### src/hdl/slcr_pkg.sv
// package: offsets, field positions, reset values and types of the link config bank
package slcr_pkg;
   // ==========================================
   // register offsets
   localparam logic [7:0] OFS_DRIVE = 8'h05;
   localparam logic [7:0] OFS_RSVD6 = 8'h06;
   localparam logic [7:0] OFS_RSVD7 = 8'h07;
   localparam logic [7:0] OFS_FAULT = 8'h08;
   localparam logic [7:0] OFS_RSVD12 = 8'h0C;
   localparam logic [7:0] OFS_REMAP = 8'h0D;
   localparam logic [7:0] OFS_ATTN = 8'h0E;
   localparam logic [7:0] OFS_IRQ_STAT = 8'h10;
   localparam logic [7:0] OFS_IRQ_MASK = 8'h11;
   localparam logic [7:0] OFS_PART = 8'h1E;
   localparam logic [7:0] OFS_CAPREV = 8'h1F;
   // ==========================================
   // reset values and special field codes
   localparam logic [7:0] RST_DRIVE = 8'h70;
   localparam logic [7:0] RST_RSVD6 = 8'h40;
   localparam logic [7:0] RST_RSVD7 = 8'h22;
   localparam logic [7:0] RST_RSVD12 = 8'h70;
   localparam logic [7:0] RST_REMAP = 8'h0F;
   localparam logic [7:0] RST_ATTN = 8'h00;
   localparam logic [1:0] FAULT_NORMAL = 2'h2;
   localparam logic [1:0] LEVEL_FORBIDDEN = 2'h0;
   localparam logic [3:0] SKEW_NONE = 4'hF;
   localparam logic [3:0] SKEW_FORBIDDEN = 4'h7;
   // ==========================================
   // field positions
   localparam int ATTN_BIT = 7;
   localparam int VFLIP_BIT = 6;
   localparam int HFLIP_BIT = 5;
   localparam int REMAP_BIT = 4;
   // interrupt status bits
   localparam int IRQ_FAULT = 0;
   localparam int IRQ_ATTN = 1;
   localparam int IRQ_W = 2;

   typedef struct packed {
      logic addr_send_select;
      logic filter_loop_bypass;
      logic [1:0] line_drive_level;
      logic [3:0] drive_emphasis;
   } slcr_drive_s;

   typedef struct packed {
      logic [1:0] neg_wire_fault;
      logic [1:0] pos_wire_fault;
   } slcr_fault_s;

   typedef enum logic [1:0] {
      ATTN_LOW = 2'b00,
      ATTN_HIGH = 2'b01
   } slcr_attn_e;
endpackage

### src/hdl/slcr_regs.sv
// configuration and status register bank of the serial-link serializer
//
// Behaviour
// - address-send bit 0 sends address, 1 omits
// - drive level 01/10/11 give 200/300/400mV
// - negative wire fault status at bits 3:2
// - positive wire fault status at bits 1:0
// - attention bit falling drives line low
// - attention bit rising drives line high
// - bit 6 inverts vertical sync
// - bit 5 inverts horizontal sync
// - bit 4 routes aux control one to bit27
// - skew trim codes select +50..+400ps steps
// - skew code 1111 applies no skew
`timescale 1ns/1ps
module slcr_regs
   import slcr_pkg::*;
#(
   parameter logic [7:0] PART_CODE = 8'hA5,   // arbitrary value
   parameter logic [3:0] REVISION = 4'h1,
   parameter logic PROT_CAPABLE = 1'b1
) (
   // clock and reset
   input wire logic SYS_CLK_I,
   input wire logic RST_B_I,
   // register port
   input wire logic [7:0] ADDR_I,
   input wire logic [7:0] WDATA_I,
   input wire logic WR_I,
   input wire logic RD_I,
   output logic [7:0] RDATA_O,
   // cable fault sense from the line monitor
   input wire slcr_fault_s FAULT_I,
   // video path
   input wire logic VSYNC_I,
   input wire logic HSYNC_I,
   input wire logic VIDEO_SPARE_BIT_I,
   input wire logic AUX_CONTROL_ONE_I,
   output logic VSYNC_O,
   output logic HSYNC_O,
   output logic INPUT_BIT_27_O,
   // analog controls
   output slcr_drive_s DRIVE_O,
   output logic [3:0] CLOCK_SKEW_TRIM_O,
   output logic SKEW_BYPASS_O,
   // remote attention and interrupt
   output logic REMOTE_ATTN_O,
   output logic IRQ_O
);
   // ==========================================
   // storage
   slcr_drive_s drive;
   logic [7:0] remap;
   logic [7:0] attn;
   slcr_fault_s fault;
   slcr_fault_s fault_prev;
   logic [IRQ_W-1:0] irq_stat;
   logic [IRQ_W-1:0] irq_mask;
   logic attn_prev;
   slcr_attn_e attn_state;
   logic [IRQ_W-1:0] irq_evt;
   logic [7:0] next_rdata;

   function automatic logic hit(input logic [7:0] a, input logic [7:0] ofs);
      return a == ofs;
   endfunction

   // ==========================================
   // writable registers
   always_ff @(posedge SYS_CLK_I or negedge RST_B_I) begin
      if (!RST_B_I) begin
         drive <= RST_DRIVE;
      end else if (WR_I && hit(ADDR_I, OFS_DRIVE)) begin
         drive <= WDATA_I;
      end
   end

   always_ff @(posedge SYS_CLK_I or negedge RST_B_I) begin
      if (!RST_B_I) begin
         remap <= RST_REMAP;
      end else if (WR_I && hit(ADDR_I, OFS_REMAP)) begin
         // only bit 4 and the skew nibble exist; the rest reads as zero
         remap <= {3'h0, WDATA_I[4:0]};
      end
   end

   always_ff @(posedge SYS_CLK_I or negedge RST_B_I) begin
      if (!RST_B_I) begin
         attn <= RST_ATTN;
      end else if (WR_I && hit(ADDR_I, OFS_ATTN)) begin
         attn <= {WDATA_I[7:5], 5'h00};
      end
   end

   always_ff @(posedge SYS_CLK_I or negedge RST_B_I) begin
      if (!RST_B_I) begin
         irq_mask <= '0;
      end else if (WR_I && hit(ADDR_I, OFS_IRQ_MASK)) begin
         irq_mask <= WDATA_I[IRQ_W-1:0];
      end
   end

   // ==========================================
   // cable fault status, registered from the line monitor
   always_ff @(posedge SYS_CLK_I or negedge RST_B_I) begin
      if (!RST_B_I) begin
         fault <= {FAULT_NORMAL, FAULT_NORMAL};
         fault_prev <= {FAULT_NORMAL, FAULT_NORMAL};
      end else begin
         fault <= FAULT_I;
         fault_prev <= fault;
      end
   end

   // ==========================================
   // remote attention line follows edges of the set bit, not its level
   always_ff @(posedge SYS_CLK_I or negedge RST_B_I) begin
      if (!RST_B_I) begin
         attn_prev <= 1'b0;
         attn_state <= ATTN_LOW;
      end else begin
         attn_prev <= attn[ATTN_BIT];
         case (attn_state)
            ATTN_LOW: begin
               if (attn[ATTN_BIT] && !attn_prev) begin
                  attn_state <= ATTN_HIGH;
               end
            end
            ATTN_HIGH: begin
               if (!attn[ATTN_BIT] && attn_prev) begin
                  attn_state <= ATTN_LOW;
               end
            end
            default: begin
               attn_state <= ATTN_LOW;
            end
         endcase
      end
   end

   // ==========================================
   // interrupt status: an event in the clearing cycle wins
   always_comb begin
      irq_evt = '0;
      irq_evt[IRQ_FAULT] = fault != fault_prev;
      irq_evt[IRQ_ATTN] = attn[ATTN_BIT] != attn_prev;
   end

   always_ff @(posedge SYS_CLK_I or negedge RST_B_I) begin
      if (!RST_B_I) begin
         irq_stat <= '0;
      end else if (WR_I && hit(ADDR_I, OFS_IRQ_STAT)) begin
         irq_stat <= (irq_stat & ~WDATA_I[IRQ_W-1:0]) | irq_evt;
      end else begin
         irq_stat <= irq_stat | irq_evt;
      end
   end

   // ==========================================
   // read path, data valid the cycle after the strobe
   always_comb begin
      next_rdata = 8'h00;
      case (ADDR_I)
         OFS_DRIVE: next_rdata = drive;
         OFS_RSVD6: next_rdata = RST_RSVD6;
         OFS_RSVD7: next_rdata = RST_RSVD7;
         OFS_FAULT: next_rdata = {4'h0, fault};
         OFS_RSVD12: next_rdata = RST_RSVD12;
         OFS_REMAP: next_rdata = remap;
         OFS_ATTN: next_rdata = attn;
         OFS_IRQ_STAT: next_rdata = {{(8-IRQ_W){1'b0}}, irq_stat};
         OFS_IRQ_MASK: next_rdata = {{(8-IRQ_W){1'b0}}, irq_mask};
         OFS_PART: next_rdata = PART_CODE;
         OFS_CAPREV: next_rdata = {3'h0, PROT_CAPABLE, REVISION};
         default: next_rdata = 8'h00;
      endcase
   end

   always_ff @(posedge SYS_CLK_I or negedge RST_B_I) begin
      if (!RST_B_I) begin
         RDATA_O <= 8'h00;
      end else if (RD_I) begin
         RDATA_O <= next_rdata;
      end else begin
         RDATA_O <= 8'h00;
      end
   end

   // ==========================================
   // outputs
   assign VSYNC_O = VSYNC_I ^ attn[VFLIP_BIT];
   assign HSYNC_O = HSYNC_I ^ attn[HFLIP_BIT];
   assign INPUT_BIT_27_O = remap[REMAP_BIT] ? AUX_CONTROL_ONE_I : VIDEO_SPARE_BIT_I;
   assign DRIVE_O = drive;
   // both halves of the code space map to the same steps, so pass the nibble on
   assign CLOCK_SKEW_TRIM_O = remap[3:0];
   assign SKEW_BYPASS_O = remap[3:0] == SKEW_NONE;
   assign REMOTE_ATTN_O = attn_state == ATTN_HIGH;
   assign IRQ_O = |(irq_stat & irq_mask);
endmodule

### config.mk
export PLATFORM = sky130hd
export DESIGN_NAME = slcr_regs
export DESIGN_NICKNAME = d
export VERILOG_FILES = /design/src/hdl/slcr_pkg.sv /design/src/hdl/slcr_regs.sv
export SDC_FILE = /design/constraint.sdc
export NUM_CORES = 1
export LEC_CHECK = 0
export ABC_AREA = 1
export BUFFER_PORTS_ARGS = -buffer_cell sky130_fd_sc_hd__buf_2
export CAP_MARGIN = 20
export CORE_MARGIN = 1.5
export CORE_UTILIZATION = 46
export DETAILED_ROUTE_END_ITERATION = 10
export HOLD_SLACK_MARGIN = 0.05
export PLACE_DENSITY_LB_ADDON = 0.25
export SLEW_MARGIN = 20
export SYNTH_ARGS = -nofsm -noshare
export SYNTH_HDL_FRONTEND = slang
export SYNTH_SLANG_ARGS = --single-unit
### constraint.sdc
create_clock -name SYS_CLK_I -period 1.11 [get_ports SYS_CLK_I]
set_clock_uncertainty 0.2 [all_clocks]
set_input_delay 0.222 -clock SYS_CLK_I [delete_from_list [all_inputs] [get_ports SYS_CLK_I]]
set_output_delay 0.222 -clock SYS_CLK_I [all_outputs]
set_load 0.05 [all_outputs]
==> impl_metrics.sql <==
INSERT INTO impl_metrics (metric_group, metric, value, unit) VALUES
('finish', 'diodes', '0', ''),
('sta', 'final_min_period_over_clock_period', '145', '%'),
('synth', 'yosysWarningCount', '0', ''),
('synth', 'post_synth_main_area_contributors', 'dfrtp_1 (36%), dfstp_2 (15%), nand2_1 (10%)', ''),
('drt', 'antenna_left', '0', ''),
('sta', 'worstMarginPinSlew', '0.356', 'ns'),
('sta', 'finalWorstSetupSlack', '-0.501', 'ns'),
('cts', 'cts.sink_count', '38', ''),
('setup_path', 'cpMaxStageDelayCell', 'dfstp_2', ''),
('floorplan', 'num_rows', '23', ''),
('outcome', 'status', 'complete, but fails checks', ''),
('synth', 'syn-instance-count', '220', ''),
('finish', 'layout.nets', '376', ''),
('job', 'cap_viol_max_count', '0', ''),
('synth', 'synth_seq_area_share', '51.3', '%'),
('sta', 'worst_slew_margin_rel', '76.3', '%'),
('cts', 'clockBufferDepth', '2', ''),
('placed_design', 'io_buffers', '53', ''),
('cts', 'root_buffer', 'clkbuf_8', ''),
('outcome', 'violations', 'setup timing', ''),
('setup_path', 'crit_path_start_kind', 'flip-flop', ''),
('finish', 'fill_cells', '106', ''),
('floorplan', 'floorplan.die.width', '67.0', 'µm'),
('drt', 'vias', '2405', ''),
('synth', 'synth.avg_cell_area', '8.55', 'µm²'),
('power_and_ir_drop', 'powerDensity', '1100', 'mW/mm²'),
('drt', 'routed_wirelength', '9330', 'µm'),
('power_and_ir_drop', 'irDropWorstVdd', '1.33', 'mV'),
('synth', 'synth_cell_types', '27', ''),
('drt', 'routed_wire_length_per_instance', '23.5', 'µm'),
('synth', 'netlist_area', '0.00188', 'mm²'),
('global_route', 'largest_net_degree_at_the_start_of_global_routing', '39', ''),
('cts', 'ctsHtreeMaxLevel', '2', ''),
('finish', 'multiInputGateArea', '0.00127', 'mm²'),
('sta', 'timing.final.hold_violations', '0', ''),
('setup_path', 'crit_arrival', '1.19', 'ns'),
('sta', 'timing.final.max_slew_violations', '0', ''),
('global_route', 'globalRouteOverflowTotal', '0', ''),
('global_route', 'antenna_violations_before_repair', '0', ''),
('sta', 'fin_tns_setup', '-13.23', 'ns'),
('floorplan', 'initial_core_util', '47.4', '%'),
('floorplan', 'core_region_area', '0.00397', 'mm²'),
('floorplan', 'dieHeight', '67.0', 'µm'),
('setup_path', 'cpPeakStageDelay', '0.56', 'ns'),
('synth', 'yosysTopAreaCellShare', '35.9', '%'),
('setup_path', 'cp_data_required_time', '0.69', 'ns'),
('sta', 'timing.fmax', '0.621', 'GHz'),
('drt', 'detail_route.iter0.violations', '301', ''),
('sta', 'number_of_failing_setup_endpoints_in_the_final_timing_report', '54', ''),
('setup_path', 'cp_max_fo', '2', ''),
('global_route', 'globalRouteTotalUtil', '31.7', '%'),
('cts', 'worstSkewPairLatency', '0.31', 'ns'),
('finish', 'area.growth.synth_to_final', '98.7', '%'),
('drt', 'detail_route.first_pass.iterations', '5', ''),
('placed_design', 'gp_congestion', '0.888', ''),
('finish', 'utilization', '94.1', '%'),
('finish', 'regArea', '970', 'µm²'),
('drt', 'viasPerCell', '6.06', ''),
('cts', 'clk_pin_slew', '0.08', 'ns'),
('global_route', 'grt_pass1_vias', '2136', ''),
('sta', 'rsz0062_at_grt', 'true', ''),
('floorplan', 'fp.dieArea', '0.00448', 'mm²'),
('power_and_ir_drop', 'total_leakage_power', '1.79', 'nW'),
('global_route', 'grt_first_pass_wirelength', '10100', 'µm'),
('setup_path', 'worst_setup_path_end_kind', 'output port', ''),
('drt', 'detailed_route_drc_error_count', '0', ''),
('synth', 'synthesis.nets', '250', ''),
('setup_path', 'critical_path.cell_chain', 'nand2_2 -> nor2_4 -> buf_8', ''),
('floorplan', 'num_io_pins', '54', ''),
('hold_path', 'class_of_the_most_critical_hold_timing_path', 'input pin to flip-flop', ''),
('cts', 'tritoncts', 'yes', ''),
('synth', 'synth_top_cell_by_area', 'dfrtp_1', ''),
('finish', 'final_layout_size_suffix_gt1_share', '68.9', '%'),
('sta', 'fin_crit', '1.61', 'ns'),
('setup_path', 'path_class', 'flip-flop to output port', ''),
('placed_design', 'hpwlAfterDp', '3420', 'µm'),
('synth', 'ys_seq_elements', '38', ''),
('cts', 'numCtsBuffers', '5', '');
[placed cells by master, fill, tap and decap left out, types with 9 or more instances in the layout]
| cell type | Yosys | layout |
|---|---|---|
| buf_4 | 4 | 45 |
| buf_6 | 1 | 32 |
| dfrtp_1 | 27 | 23 |
| nand2_2 | 3 | 23 |
| buf_2 | 0 | 19 |
| inv_1 | 25 | 18 |
| nand2_1 | 51 | 16 |
| nor2_1 | 30 | 14 |
| o21ai_2 | 7 | 14 |
| nand2_4 | 1 | 13 |
| dlygate4sd3_1 | 0 | 12 |
| dfstp_2 | 11 | 11 |
| buf_8 | 0 | 11 |
| nor2_4 | 2 | 10 |
| nand3_2 | 0 | 10 |
| nor2_2 | 1 | 9 |
[cells by family after synthesis]
group                      count (synthesis)  synth area share, %
xor gates and xnor gates                   6                 2.79
DFF                                       38                 51.3
and+or+nand+nor                          113                 27.3
buffers and inverters                     32                 7.58
AOI/OAI and AO/OA                         28                 9.18
muxes                                      1                0.598
adders and majority gates                  2                 1.33
[what timing repair did]
action                     4_1_cts  5_1_grt
cloned                           2        0
hold endpoints to repair        58        0
resized for setup              126       78
setup buffers                   19       11
hold buffers                    12        0
setup endpoints to repair       54       55
pin swaps                       34       36
[power breakdown]
part,switching (W),internal [W]
Combinational,0.000609,0.000471
Sequential,0.0000717,0.00147
Clock,0.000586,0.000901
[worst max-delay path, delay by kind of cell, from the launching register on]
family	cells	cell delay [ns]
buffers and inverters	1	0.15
DFF	1	0.56
and+or+nand+nor	2	0.18
[registers in the layout, indices dropped and copies added (netlist names)]
signal,flops
attn_prev,1
remap,5
irq_stat,2
irq_mask,2
fault,4
RDATA_O,8
fault_prev,4
attn_state,1
DRIVE_O,8
attn,3
[layout make-up]
type / instances / area share (%)
Clock inverter: 3 / 1.84
Timing Repair Buffer: 123 / 31.0
Inverter: 26 / 3.61
Clock buffer: 5 / 1.84
Sequential cell: 38 / 25.9
Tap cell: 50 / 1.67
Multi-Input combinational cell: 152 / 34.1
[metrics by stage]
step | worst slack (ns) | instances | cell area (µm²) | power [W] | hold slack [ns]
3_3_place_gp | -0.449 | 348 | 2580 | 0.00219 | -0.00361
4_1_cts | -0.475 | 387 | 3380 | 0.00386 | 0.0599
6_report | -0.501 | 397 | 3740 | 0.00411 | 0.0676
2_1_floorplan | -0.255 | 220 | 2050 | 0.00195 | -0.274
3_5_place_dp | -0.487 | 348 | 2580 | 0.00221 | 0.000521
5_1_grt | -0.534 | 397 | 3740 | 0.00423 | 0.0864
[path summary, 6_finish.rpt]
path                            start       endpoint  slack (ns)  depth (start not counted)
hold / removal             WDATA_I[0]       remap[0]        0.07                          3
max in group asynchronous     RST_B_I       remap[1]        0.20                          3
min in group asynchronous     RST_B_I        attn[5]        0.24                          3
setup / recovery             remap[0]  SKEW_BYPASS_O       -0.50                          3
setup reg to reg             remap[0]     RDATA_O[0]       -0.28                          5
hold reg to reg              fault[1]  fault_prev[1]        0.19                          0
[Yosys cell counts]
cell type and instances:
nand2_1 51, nor2_1 30, dfrtp_1 27, inv_1 25, nand3_1 19, o21ai_0 15, dfstp_2 11, o21ai_2 7
xor2_1 5, a21oi_1 4, buf_4 4, nand2_2 3, ha_1 2, nor2_4 2, nor3_1 2, nor3_4 2
a22o_1 1, and3_1 1, buf_6 1, clkbuf_1 1, inv_2 1, mux2_2 1, nand2_4 1, nand4_1 1
nor2_2 1, o21a_1 1, xnor2_1 1
[layer usage]
layer	track usage (%)	vias to the layer above	wire length (µm)
li1	-	951	-
met1	35.8	1137	3190
met2	55.5	218	4440
met3	8.61	99	865
met4	14.3	0	834
met5	0	-	0
No activity file was read; power rests on OpenSTA's default activity.
